[src/common/acs_pkg.sv]
package acs_pkg;

    // ****************************************************************
    // register map (byte offsets on the plain register port)
    // ****************************************************************
    localparam logic [3:0] OFF_SC1 = 4'h0;
    localparam logic [3:0] OFF_SC2 = 4'h1;
    localparam logic [3:0] OFF_RES_HIGH = 4'h2;
    localparam logic [3:0] OFF_RES_LOW = 4'h3;
    localparam logic [3:0] OFF_CMP_HIGH = 4'h4;
    localparam logic [3:0] OFF_CMP_LOW = 4'h5;
    localparam logic [3:0] OFF_CFG = 4'h6;
    localparam logic [3:0] OFF_PIN_UPPER = 4'h7;
    localparam logic [3:0] OFF_SAR_DATA = 4'h8;

    // ****************************************************************
    // field positions
    // ****************************************************************
    localparam int SC1_CONVERSION_COMPLETE_FLAG = 7;
    localparam int SC1_COMPLETE_IRQ_ENABLE = 6;
    localparam int SC1_CONTINUOUS_ENABLE = 5;
    localparam int SC2_ACT = 7;
    localparam int SC2_TRG = 6;
    localparam int SC2_CFE = 5;
    localparam int SC2_CFGT = 4;

    // ****************************************************************
    // reset values and encodings
    // ****************************************************************
    localparam logic [4:0] CHAN_OFF = 5'h1f;
    localparam logic [7:0] CFG_RESET = 8'h00;
    localparam logic [7:0] PIN_RESET = 8'h00;
    localparam logic [1:0] CLK_BUS = 2'h0;
    localparam logic [1:0] CLK_BUS_HALF = 2'h1;
    localparam logic [1:0] CLK_ALT = 2'h2;
    localparam logic [1:0] CLK_ASYNC = 2'h3;
    localparam logic [1:0] MODE_8BIT = 2'h0;
    localparam logic [1:0] MODE_10BIT = 2'h2;

    // ****************************************************************
    // timing counts in converter clock ticks
    // ****************************************************************
    localparam logic [5:0] SAMPLE_SHORT = 6'h03;
    localparam logic [5:0] SAMPLE_LONG = 6'h17;
    localparam logic [5:0] STEPS_10BIT = 6'h0b;
    localparam logic [5:0] STEPS_8BIT = 6'h09;

    typedef enum logic [1:0] {
        ST_IDLE = 2'b00,
        ST_SAMPLE = 2'b01,
        ST_CONVERT = 2'b10,
        ST_DONE = 2'b11
    } acs_state_type;

    typedef struct packed {
        logic [3:0] addr;
        logic [7:0] wdata;
        logic wr;
        logic rd;
    } acs_bus_req_type;

    typedef struct packed {
        logic [7:0] pin_off;
        logic [7:0] out_enable_n;
        logic [7:0] in_enable;
        logic [7:0] pullup_enable;
    } acs_pin_ctl_type;

endpackage : acs_pkg

[src/core/acs_clkdiv.sv]
`timescale 1ns/1ps
// converter clock enable: source select then 1/2/4/8 divide
module acs_clkdiv (
    input wire logic clk_sys,
    input wire logic resetn,
    input wire logic run,
    input wire logic [1:0] src_sel,
    input wire logic [1:0] div_sel,
    input wire logic alt_tick,
    input wire logic async_tick,
    output logic conv_tick
);
    typedef struct packed {
        logic half;
        logic [2:0] cnt;
    } acs_div_state_type;

    acs_div_state_type s_q, s_d;
    logic src_tick;
    logic [2:0] limit;

    always_comb begin
        unique case (src_sel)
            acs_pkg::CLK_BUS: src_tick = 1'b1;
            acs_pkg::CLK_BUS_HALF: src_tick = s_q.half;
            acs_pkg::CLK_ALT: src_tick = alt_tick;
            acs_pkg::CLK_ASYNC: src_tick = async_tick;
        endcase
        limit = 3'((4'h1 << div_sel) - 4'h1);
        s_d = s_q;
        s_d.half = ~s_q.half;
        conv_tick = 1'b0;
        if (!run) begin
            s_d.cnt = 3'h0;
        end else if (src_tick) begin
            if (s_q.cnt >= limit) begin
                s_d.cnt = 3'h0;
                conv_tick = 1'b1;
            end else begin
                s_d.cnt = 3'(s_q.cnt + 3'h1);
            end
        end
    end

    always_ff @(posedge clk_sys or negedge resetn) begin
        if (!resetn) begin
            s_q <= '0;
        end else begin
            s_q <= s_d;
        end
    end
endmodule : acs_clkdiv

[src/core/acs_sequencer.sv]
`timescale 1ns/1ps
// What this block does
// - converter off during reset and while channel_select is all ones
// - return to lowest-power idle after a finished conversion
// - successive approximation yields 11 bits (10-bit) or 9 bits (8-bit)
// - round to 10 bits into both result registers, or 8 into low
// - set complete flag on transfer; interrupt if enable high
// - compare_enable checks every result against compare registers
// - four clock sources, bus clock after reset
// - select 00 bus, 01 bus/2, 10 alternate, 11 async clock
// - halved bus clock with divide by 8 gives divide by 16
// - async clock taken from the async_tick input, runs in wait and stop3
// - clock_divide gives ratios 1, 2, 4 or 8
// - upper pin-disable bits 7..0 map channels 23..16
// - disabled pin: output high-z, input and pullup off, reads zero
// - hardware trigger select starts conversion on trigger rising edge
// - trigger edge ignored while a conversion runs
// - continuous hardware mode obeys only the first edge
// - software mode: write of control one with channel not all ones starts
// - continuous mode restarts after each transfer until aborted
// - 10-bit: high read, low unread blocks transfer, flag stays clear
// - after block restart, unless single compare with false condition
// - 8-bit and 10-bit modes, software or hardware trigger each
// - writes to control, config, compare registers, reset, stop abort
// - compare: greater-or-equal when select is 1, below when 0
module acs_sequencer (
    input wire logic clk_sys,
    input wire logic resetn,
    input wire acs_pkg::acs_bus_req_type bus_req,
    output logic [7:0] rdata,
    output logic irq,
    input wire logic hw_trigger_input,
    input wire logic alt_tick,
    input wire logic async_tick,
    input wire logic stop_mode,
    input wire logic sar_comp,
    output logic [10:0] sar_trial,
    output logic sar_sample,
    output logic conv_active,
    output logic [4:0] chan_sel,
    output acs_pkg::acs_pin_ctl_type pin_ctl
);
    typedef struct packed {
        logic [4:0] chan;
        logic conversion_complete_flag;
        logic complete_irq_enable;
        logic continuous_enable;
        logic trg;
        logic cfe;
        logic cfgt;
        logic [7:0] cfg;
        logic [7:0] pins;
        logic [9:0] cmp;
        logic [9:0] res;
        logic rd_block;
        logic [1:0] trg_sync;
        logic trg_prev;
        logic seq_armed;
        acs_pkg::acs_state_type st;
        logic [5:0] cnt;
        logic [10:0] sar;
        logic [3:0] bitpos;
        logic [7:0] rdata;
        logic irq;
    } acs_state_all_type;

    acs_state_all_type s_q, s_d;
    logic conv_tick;
    logic ten_bit;
    logic [9:0] rounded;
    logic [10:0] diff;
    logic cmp_ok;
    logic wr_sc1, wr_abort, trg_rise, start, blocked, sw_start, halt;

    acs_clkdiv u_div (
        .clk_sys(clk_sys),
        .resetn(resetn),
        .run(s_q.st != acs_pkg::ST_IDLE),
        .src_sel(s_q.cfg[1:0]),
        .div_sel(s_q.cfg[6:5]),
        .alt_tick(alt_tick),
        .async_tick(async_tick),
        .conv_tick(conv_tick)
    );

    // ****************************************************************
    // datapath
    // ****************************************************************
    always_comb begin
        ten_bit = (s_q.cfg[3:2] == acs_pkg::MODE_10BIT);
        // rounding: add half an lsb, saturate at full scale
        if (ten_bit) begin
            rounded = (s_q.sar[10:1] == 10'h3ff) ? 10'h3ff
                : 10'(s_q.sar[10:1] + {9'h000, s_q.sar[0]});
        end else begin
            rounded = (s_q.sar[10:3] == 8'hff) ? 10'h0ff
                : {2'h0, 8'(s_q.sar[10:3] + {7'h00, s_q.sar[2]})};
        end
        // result plus two's complement of compare value
        diff = 11'({1'b0, rounded} + {1'b0, ~s_q.cmp} + 11'h001);
        cmp_ok = s_q.cfgt ? diff[10] : ~diff[10];
    end

    // ****************************************************************
    // control
    // ****************************************************************
    always_comb begin
        s_d = s_q;
        wr_sc1 = bus_req.wr && bus_req.addr == acs_pkg::OFF_SC1;
        wr_abort = bus_req.wr && (bus_req.addr == acs_pkg::OFF_SC2
            || bus_req.addr == acs_pkg::OFF_CFG
            || bus_req.addr == acs_pkg::OFF_CMP_HIGH
            || bus_req.addr == acs_pkg::OFF_CMP_LOW);
        halt = wr_sc1 || wr_abort
            || (stop_mode && s_q.cfg[1:0] != acs_pkg::CLK_ASYNC);
        // only the second stage feeds the edge detector
        s_d.trg_sync = {s_q.trg_sync[0], hw_trigger_input};
        s_d.trg_prev = s_q.trg_sync[1];
        trg_rise = s_q.trg_sync[1] & ~s_q.trg_prev;
        start = 1'b0;
        sw_start = 1'b0;
        blocked = 1'b0;
        s_d.irq = 1'b0;
        s_d.rdata = 8'h00;

        // register reads and their side effects
        if (bus_req.rd) begin
            unique case (bus_req.addr)
                acs_pkg::OFF_SC1: s_d.rdata = {s_q.conversion_complete_flag, s_q.complete_irq_enable,
                    s_q.continuous_enable, s_q.chan};
                acs_pkg::OFF_SC2: s_d.rdata = {
                    s_q.st != acs_pkg::ST_IDLE, s_q.trg, s_q.cfe,
                    s_q.cfgt, 4'h0};
                acs_pkg::OFF_RES_HIGH: begin
                    s_d.rdata = {6'h00, s_q.res[9:8]};
                    s_d.rd_block = ten_bit;
                end
                acs_pkg::OFF_RES_LOW: begin
                    s_d.rdata = s_q.res[7:0];
                    s_d.rd_block = 1'b0;
                    s_d.conversion_complete_flag = 1'b0;
                end
                acs_pkg::OFF_CMP_HIGH: s_d.rdata = {6'h00, s_q.cmp[9:8]};
                acs_pkg::OFF_CMP_LOW: s_d.rdata = s_q.cmp[7:0];
                acs_pkg::OFF_CFG: s_d.rdata = s_q.cfg;
                acs_pkg::OFF_PIN_UPPER: s_d.rdata = s_q.pins;
                default: s_d.rdata = 8'h00;
            endcase
        end

        // register writes
        if (bus_req.wr) begin
            unique case (bus_req.addr)
                acs_pkg::OFF_SC1: begin
                    s_d.complete_irq_enable = bus_req.wdata[acs_pkg::SC1_COMPLETE_IRQ_ENABLE];
                    s_d.continuous_enable = bus_req.wdata[acs_pkg::SC1_CONTINUOUS_ENABLE];
                    s_d.chan = bus_req.wdata[4:0];
                    s_d.conversion_complete_flag = 1'b0;
                end
                acs_pkg::OFF_SC2: begin
                    s_d.trg = bus_req.wdata[acs_pkg::SC2_TRG];
                    s_d.cfe = bus_req.wdata[acs_pkg::SC2_CFE];
                    s_d.cfgt = bus_req.wdata[acs_pkg::SC2_CFGT];
                end
                acs_pkg::OFF_CMP_HIGH: s_d.cmp[9:8] = bus_req.wdata[1:0];
                acs_pkg::OFF_CMP_LOW: s_d.cmp[7:0] = bus_req.wdata;
                acs_pkg::OFF_CFG: s_d.cfg = bus_req.wdata;
                acs_pkg::OFF_PIN_UPPER: s_d.pins = bus_req.wdata;
                default: ;
            endcase
        end

        // trigger decision
        if (wr_sc1 && bus_req.wdata[4:0] != acs_pkg::CHAN_OFF
            && !s_q.trg) begin
            start = 1'b1;
            sw_start = 1'b1;
        end
        if (s_q.trg && trg_rise && s_q.st == acs_pkg::ST_IDLE
            && !s_q.seq_armed && s_q.chan != acs_pkg::CHAN_OFF) begin
            start = 1'b1;
        end

        // conversion state machine
        unique case (s_q.st)
            acs_pkg::ST_IDLE: ;
            acs_pkg::ST_SAMPLE: begin
                if (conv_tick) begin
                    if (s_q.cnt == 6'h00) begin
                        s_d.st = acs_pkg::ST_CONVERT;
                        s_d.bitpos = 4'ha;
                        s_d.sar = 11'h400;
                    end else begin
                        s_d.cnt = 6'(s_q.cnt - 6'h01);
                    end
                end
            end
            acs_pkg::ST_CONVERT: begin
                if (conv_tick) begin
                    if (!sar_comp) begin
                        s_d.sar[s_q.bitpos] = 1'b0;
                    end
                    if (s_q.bitpos == (ten_bit ? 4'h0 : 4'h2)) begin
                        s_d.st = acs_pkg::ST_DONE;
                    end else begin
                        s_d.bitpos = 4'(s_q.bitpos - 4'h1);
                        s_d.sar[s_q.bitpos - 4'h1] = 1'b1;
                    end
                end
            end
            acs_pkg::ST_DONE: begin
                s_d.st = acs_pkg::ST_IDLE;
                blocked = ten_bit && s_q.rd_block;
                if (s_q.cfe && !cmp_ok) begin
                    // single compare miss ends here even when blocked
                    if (s_q.continuous_enable) begin
                        start = 1'b1;
                    end
                end else if (blocked) begin
                    start = 1'b1;
                end else begin
                    s_d.res = s_q.cfe ? diff[9:0] : rounded;
                    s_d.conversion_complete_flag = 1'b1;
                    s_d.irq = s_q.complete_irq_enable;
                    if (s_q.continuous_enable) begin
                        start = 1'b1;
                    end
                end
                if (s_q.continuous_enable || blocked) begin
                    s_d.seq_armed = s_q.trg;
                end
            end
            default: s_d.st = acs_pkg::ST_IDLE;
        endcase

        // an abort beats any restart except the write's own start
        if (start && (sw_start || !halt)) begin
            s_d.st = acs_pkg::ST_SAMPLE;
            s_d.cnt = s_q.cfg[4] ? acs_pkg::SAMPLE_LONG
                : acs_pkg::SAMPLE_SHORT;
            s_d.seq_armed = s_q.continuous_enable || s_q.trg;
        end else if (halt) begin
            s_d.st = acs_pkg::ST_IDLE;
            s_d.seq_armed = 1'b0;
        end
        if (s_d.st == acs_pkg::ST_IDLE && !start) begin
            s_d.seq_armed = 1'b0;
        end
        if (wr_sc1 && bus_req.wdata[4:0] == acs_pkg::CHAN_OFF) begin
            s_d.st = acs_pkg::ST_IDLE;
            s_d.seq_armed = 1'b0;
        end
        if (wr_sc1 && s_q.st == acs_pkg::ST_DONE
            && s_d.conversion_complete_flag && !s_q.conversion_complete_flag) begin
            s_d.conversion_complete_flag = 1'b1;
        end
    end

    always_ff @(posedge clk_sys or negedge resetn) begin
        if (!resetn) begin
            s_q <= '0;
            s_q.chan <= acs_pkg::CHAN_OFF;
            s_q.cfg <= acs_pkg::CFG_RESET;
            s_q.pins <= acs_pkg::PIN_RESET;
            s_q.st <= acs_pkg::ST_IDLE;
        end else begin
            s_q <= s_d;
        end
    end

    // ****************************************************************
    // outputs
    // ****************************************************************
    genvar gi;
    generate
        for (gi = 0; gi < 8; gi++) begin : g_pin
            always_comb begin
                pin_ctl.pin_off[gi] = s_q.pins[gi];
                pin_ctl.out_enable_n[gi] = s_q.pins[gi];
                pin_ctl.in_enable[gi] = ~s_q.pins[gi];
                pin_ctl.pullup_enable[gi] = ~s_q.pins[gi];
            end
        end
    endgenerate

    assign rdata = s_q.rdata;
    assign irq = s_q.irq;
    assign sar_trial = s_q.sar;
    assign sar_sample = (s_q.st == acs_pkg::ST_SAMPLE);
    assign conv_active = (s_q.st != acs_pkg::ST_IDLE);
    assign chan_sel = s_q.chan;
endmodule : acs_sequencer

[config.mk]
export PLATFORM = sky130hd
export DESIGN_NAME = acs_sequencer
export DESIGN_NICKNAME = d
export VERILOG_FILES = /design/src/common/acs_pkg.sv /design/src/core/acs_clkdiv.sv /design/src/core/acs_sequencer.sv
export SDC_FILE = /design/constraint.sdc
export NUM_CORES = 1
export LEC_CHECK = 0
export BUFFER_PORTS_ARGS = -buffer_cell sky130_fd_sc_hd__buf_2
export CORE_ASPECT_RATIO = 0.8
export CORE_UTILIZATION = 53
export CTS_CLUSTER_DIAMETER = 150
export CTS_CLUSTER_SIZE = 10
export DETAILED_ROUTE_END_ITERATION = 16
export PLACE_DENSITY_LB_ADDON = 0.25
export RECOVER_POWER = 25
export SLEW_MARGIN = 40
export SYNTH_ARGS = -nofsm -noshare
export SYNTH_HDL_FRONTEND = slang
export SYNTH_SLANG_ARGS = --single-unit
export TNS_END_PERCENT = 100
[constraint.sdc]
create_clock -name clk_sys -period 3.37 [get_ports clk_sys]
set_input_delay 0.1685 -clock clk_sys [delete_from_list [all_inputs] [get_ports clk_sys]]
set_output_delay 0.1685 -clock clk_sys [all_outputs]
set_load 0.05 [all_outputs]
-- After elaboration in Yosys (flattened, before gate mapping)
Cells that the tools add are included.
W data, S select, Z words.
- add/subtract/negate cells: 8
- magnitude comparators: 5
- equality and inequality tests: 27
- shifts and indexed selects: 1
- muxes and demuxes: 64
- bitwise operators: 18
- reduce and logical (&&, ||, !) cells: 57
- operators by type and width (operator ; count):
    $pmux W8 S8 ; 1
    $mux W15 ; 3
    $mux W8 ; 5
    $mux W11 ; 3
    $mux W32 ; 1
    $mux W10 ; 3
    $pmux W15 S2 ; 1
    $mux W1 ; 24
    $mux W3 ; 8
    $mux W23 ; 1
    $logic_and A1 B1 Y1 ; 19
    $mux W6 ; 3
    $eq A4 B3 Y1 const B ; 4
    $reduce_and A2 Y1 ; 8
    $not A1 Y1 ; 13
    $add A10 B10 Y11 ; 1
    $add A11 B1 Y11 const B ; 1
    $and A11 B11 Y11 ; 1
    $not A11 Y11 ; 1
    $or A11 B11 Y11 ; 1
    $add A10 B1 Y10 ; 1
    $eq A10 B10 Y1 const B ; 1
    $eq A2 B2 Y1 const B ; 5
    $lt A4 B5 Y1 const B ; 2
    35 further kinds ; 69
- flip-flop bits (word level): 88
- output and inout bits: 59
- word-level logic and storage cells: 204

-- Logic depth before layout (Yosys ltp)
- depth in word-level cells: 17
- depth in mapped cells: 16
- gate-level depth less buffers: 13

-- Hierarchy
A second synthesis with hierarchy kept.
- cells, all modules: 625
- area, all modules: 5994.5 um2
- modules (own cells, without submodules) (module ; instances ; cells an instance ; area each (um2) ; sequential area each (um2)):
    acs_sequencer ; 1 ; 592 ; 5689.2 ; 2108.3
    acs_clkdiv ; 1 ; 33 ; 305.3 ; 100.1

-- Least setup slack after synthesis
No wires, ideal clock.
- kind: register to register
- start: register s_q, in the netlist sar_trial[5]
- end: register s_q[37] (netlist name)
- arrival: 3.562 ns
- setup slack: -0.320 ns
- stages on the path, launching flop included: 17
- path through: dfrtp_1 > buf_2 > and3_1 > clkbuf_1 > a41oi_1 > nand2b_1 > o21ai_0 > ha_1 > inv_1 > fa_1 > a211oi_1 > o21ai_0 > a211oi_1 > o211ai_1 > and2_1 > buf_2 > mux2_1
- word-level cells in the longest chain between the ends: 11
- RTL lines (item ; RTL line ; source):
    from (decl) ; acs_sequencer.sv:67 ; acs_state_all_type s_q, s_d;
    $add A10 B1 Y10, or another cell as far along ; acs_sequencer.sv:94 ; : 10'(s_q.sar[10:1] + {9'h000, s_q.sar[0]});
    $mux W10 / $mux W8 (equally long branches) ; acs_sequencer.sv:93, acs_sequencer.sv:96 ;
    $mux W10 (*) ; acs_sequencer.sv:92 ; if (ten_bit) begin
    $add A10 B10 Y11 ; acs_sequencer.sv:100 ; diff = 11'({1'b0, rounded} + {1'b0, ~s_q.cmp} + 11'h001);
    $add A11 B1 Y11 ; acs_sequencer.sv:100 ;
    $not A1 Y1 ; acs_sequencer.sv:101 ; cmp_ok = s_q.cfgt ? diff[10] : ~diff[10];
    $mux W1 ; acs_sequencer.sv:101 ;
    $logic_not A1 Y1 ; acs_sequencer.sv:214 ; if (s_q.cfe && !cmp_ok) begin
    $logic_and A1 B1 Y1 ; acs_sequencer.sv:214 ;
    $not A1 Y1 (no line) ; -- ;
    $reduce_and A3 Y1 (no line) ; -- ;
Every way passes the cells marked *; elsewhere a longest branch is shown, timed or not.
A chain may end at the register's enable or synchronous reset.

==> impl_metrics.env <==
export IMPL_drtIter0Drc=477
export IMPL_fin_cells=857
export IMPL_layout_drive_gt1_share_pct=28.2
export IMPL_maxSlewViolCount=89
export IMPL_route_detailed_drc=0
export IMPL_holdWs_ps=59.0
export IMPL_grt_pass1_wl_um=24700
export IMPL_grt_max_degree=89
export IMPL_vias=5088
export IMPL_die_area_um2=11900
export IMPL_finalPower_uw=4280
export IMPL_regArea_um2=2210
export IMPL_overflow=0
export IMPL_criticalPathCategory="reg2reg"
export IMPL_grt_usage_pct=26.9
export IMPL_hpwlAfterDp_um=11600
export IMPL_ys_seq_elements=88
export IMPL_via_per_inst=5.94
export IMPL_max_freq_mhz=307
export IMPL_post_drt_wl_per_cell_um=18.0
export IMPL_fin_crit_ps=3250
export IMPL_met3_wirelength_um=1020
export IMPL_placed_cells=839
export IMPL_gp_congestion=0.972
export IMPL_synth_seq_area_share_pct=36.5
export IMPL_cp_max_fo=8
export IMPL_ant_nets=0
export IMPL_syn_num_nets=712
export IMPL_grt_pass1_vias=4741
export IMPL_core_rowCount=34
export IMPL_fin_skew_ps=5.55
export IMPL_finalNetCount=762
export IMPL_holdCritPathClass="in2reg"
export IMPL_yosys_warnings=0
export IMPL_drtPass1Iterations=6
export IMPL_layout_common_cells="dfrtp_1 (82), buf_2 (77), nand2_1 (63)"
export IMPL_min_delay_path_depth=3
export IMPL_hold_viol=0
export IMPL_nFillCells=913
export IMPL_crit_path_end_kind="register"
export IMPL_core_um2=11000
export IMPL_syn2layout_area_growth_pct=12.0
export IMPL_timing_final_crit_share_pct=96.6
export IMPL_multi_input_area_um2=3310
export IMPL_synth_avg_cell_area_um2=9.19
export IMPL_placed_area_um2=6440
export IMPL_antenna_cells=0
export IMPL_peakVddDrop_v=0.000307
export IMPL_status="finished with violations"
export IMPL_drt_met1_wl_um=7520
export IMPL_critPathArrivalTime_ps=3470
export IMPL_routed_wl_um=15400
export IMPL_netlist_instances=659
export IMPL_antenna_found_initial=0
export IMPL_die_y_um=97.6
export IMPL_die_x_um=122
export IMPL_highest_layer="met4"
export IMPL_powerDensity_nw_per_um2=632
export IMPL_cts_buffer_depth=2
export IMPL_crit_required_ps=3590
export IMPL_dr_wl_met2_um=6780
export IMPL_clkTransAtPathRegs_ps=60
export IMPL_design_portCount=80
export IMPL_worst_setup_path_start_kind="register"
export IMPL_synth_edf_count=0
export IMPL_p_leak_uw=0.00313
export IMPL_cts_buffers=9
export IMPL_mostFrequentLayoutCell="dfrtp_1"
export IMPL_clock_sinks=88
export IMPL_slew_headroom_pct=-44.2
export IMPL_start_util_pct=55.0
export IMPL_synth_area_um2=6060
export IMPL_portBuffers=79
export IMPL_synth_ff_type="dfrtp_1"
export IMPL_design_area_um2=6780
export IMPL_setup_violations=0
export IMPL_ys_async_sr_fraction_pct=100
export IMPL_final_core_util_pct=61.5
export IMPL_insertion_delay_ps=340
export IMPL_cts_root_buf="clkbuf_16"
export IMPL_maxCapViolCount=1
export IMPL_cts_htree_levels=3
export IMPL_cts_tree="built"
export IMPL_reg2reg_depth=13
export IMPL_synthDistinctLibCells=70
export IMPL_violations="max-capacitance violations, max-slew violations"
export IMPL_max_slew_worst_pin_slew_ps=2160
layout make-up:
class | count | share of cell area, %
clock buffers | 10 | 3.38
clock inverters | 5 | 0.498
inverters | 42 | 2.32
multi-input cells | 454 | 48.8
flip-flops and latches | 88 | 32.6
well taps | 144 | 2.66
repair buffers | 114 | 9.76
layer usage:
metal,track usage (%),vias up
met5,0,-
met4,6.17,0
met3,5.05,8
met2,39.8,203
met1,40.4,2486
li1,-,2391
cell families (layout without fill, tap and decap cells):
logic type | after synthesis | after routing | synth area share [%]
flops | 88 | 88 | 36.5
compound gates | 159 | 159 | 18.2
mux | 44 | 44 | 8.32
buf+inv | 117 | 171 | 10.6
xor+xnor | 21 | 21 | 3.04
fa+ha+maj | 32 | 32 | 6.73
simple gates | 198 | 198 | 16.6
through the flow:
step	worst slack, ps	setup TNS (ps)
after detailed placement	-95.7	-598
after global routing	-5.00	-5.00
after global placement	-1.10	-1.68
after floorplan	-29.2	-37.1
after CTS	43.6	0
final	116	0
registers in the layout, indices dropped and copies added, names as in the netlist:
signal	count
s_q	49
chan_sel	5
s_d	2
pin_ctl	8
u_div.s_q	4
sar_trial	11
irq	1
rdata	8
path summary, 6_finish.rpt:
check                                     to  slack, ps           from
worst max register to register       s_q[30]        120  sar_trial[10]
worst min register to register       s_d[33]        370        s_d[35]
max in group asynchronous       sar_trial[2]        960         resetn
worst max-delay path                 s_q[30]        120  sar_trial[10]
min in group asynchronous       u_div.s_q[2]       1010         resetn
worst min-delay path                rdata[0]         60     bus_req[0]
cells in the mapped netlist (all sizes together) (3+ instances only):
cell / n / share of area, %
a211oi: 11 / 1.6
buf: 55 / 6.8
a21o: 8 / 0.99
dfstp: 5 / 2.2
nand2b: 18 / 2.0
a311oi: 3 / 0.72
a22o: 5 / 0.72
ha: 31 / 6.4
a31oi: 10 / 1.0
mux2: 35 / 6.6
a21oi: 22 / 2.0
or3: 4 / 0.41
and2: 4 / 0.41
inv: 42 / 2.6
xor2: 9 / 1.3
o22ai: 3 / 0.31
nor4: 6 / 0.62
o21ai: 51 / 4.2
xnor2: 12 / 1.7
nor4bb: 3 / 0.50
a32o: 8 / 1.3
nor3: 10 / 0.83
or4: 3 / 0.43
nor3b: 5 / 0.70
dfrtp: 83 / 34
nand3b: 6 / 0.74
clkbuf: 20 / 1.2
nand4: 6 / 0.62
or2: 3 / 0.31
and3: 6 / 0.62
nor2b: 3 / 0.31
nor2: 40 / 2.5
nand3: 13 / 1.1
nand2: 63 / 3.9
a22oi: 12 / 1.5
mux2i: 8 / 1.3
o21a: 3 / 0.37
worst max-delay path, stage by stage, from the launching register on:
cell and delay [ps]:
dfrtp_1 380, and3_1 240, a41oi_4 230, nand2b_1 90
o21ai_2 90, ha_2 220, inv_2 40, fa_2 410
a211oi_2 260, o21ai_2 120, a211oi_2 240, o2111a_2 310
a21oi_4 110, or3b_1 390
where the power goes:
part / switching [µW] / total [µW] / internal (µW)
Sequential: 179 / 1400 / 1220
Combinational: 1290 / 1970 / 683
Clock: 421 / 916 / 496
timing repair:
item                                    in CTS  in global routing
pin swaps                                    0                  5
hold buffers                                 2                  0
gates resized for setup                      3                 17
buffers inserted                             0                  1
hold endpoints to repair                    84                  0
endpoints found under the setup margin      10                 15
Note: power is estimated with default switching activity, not from simulation.
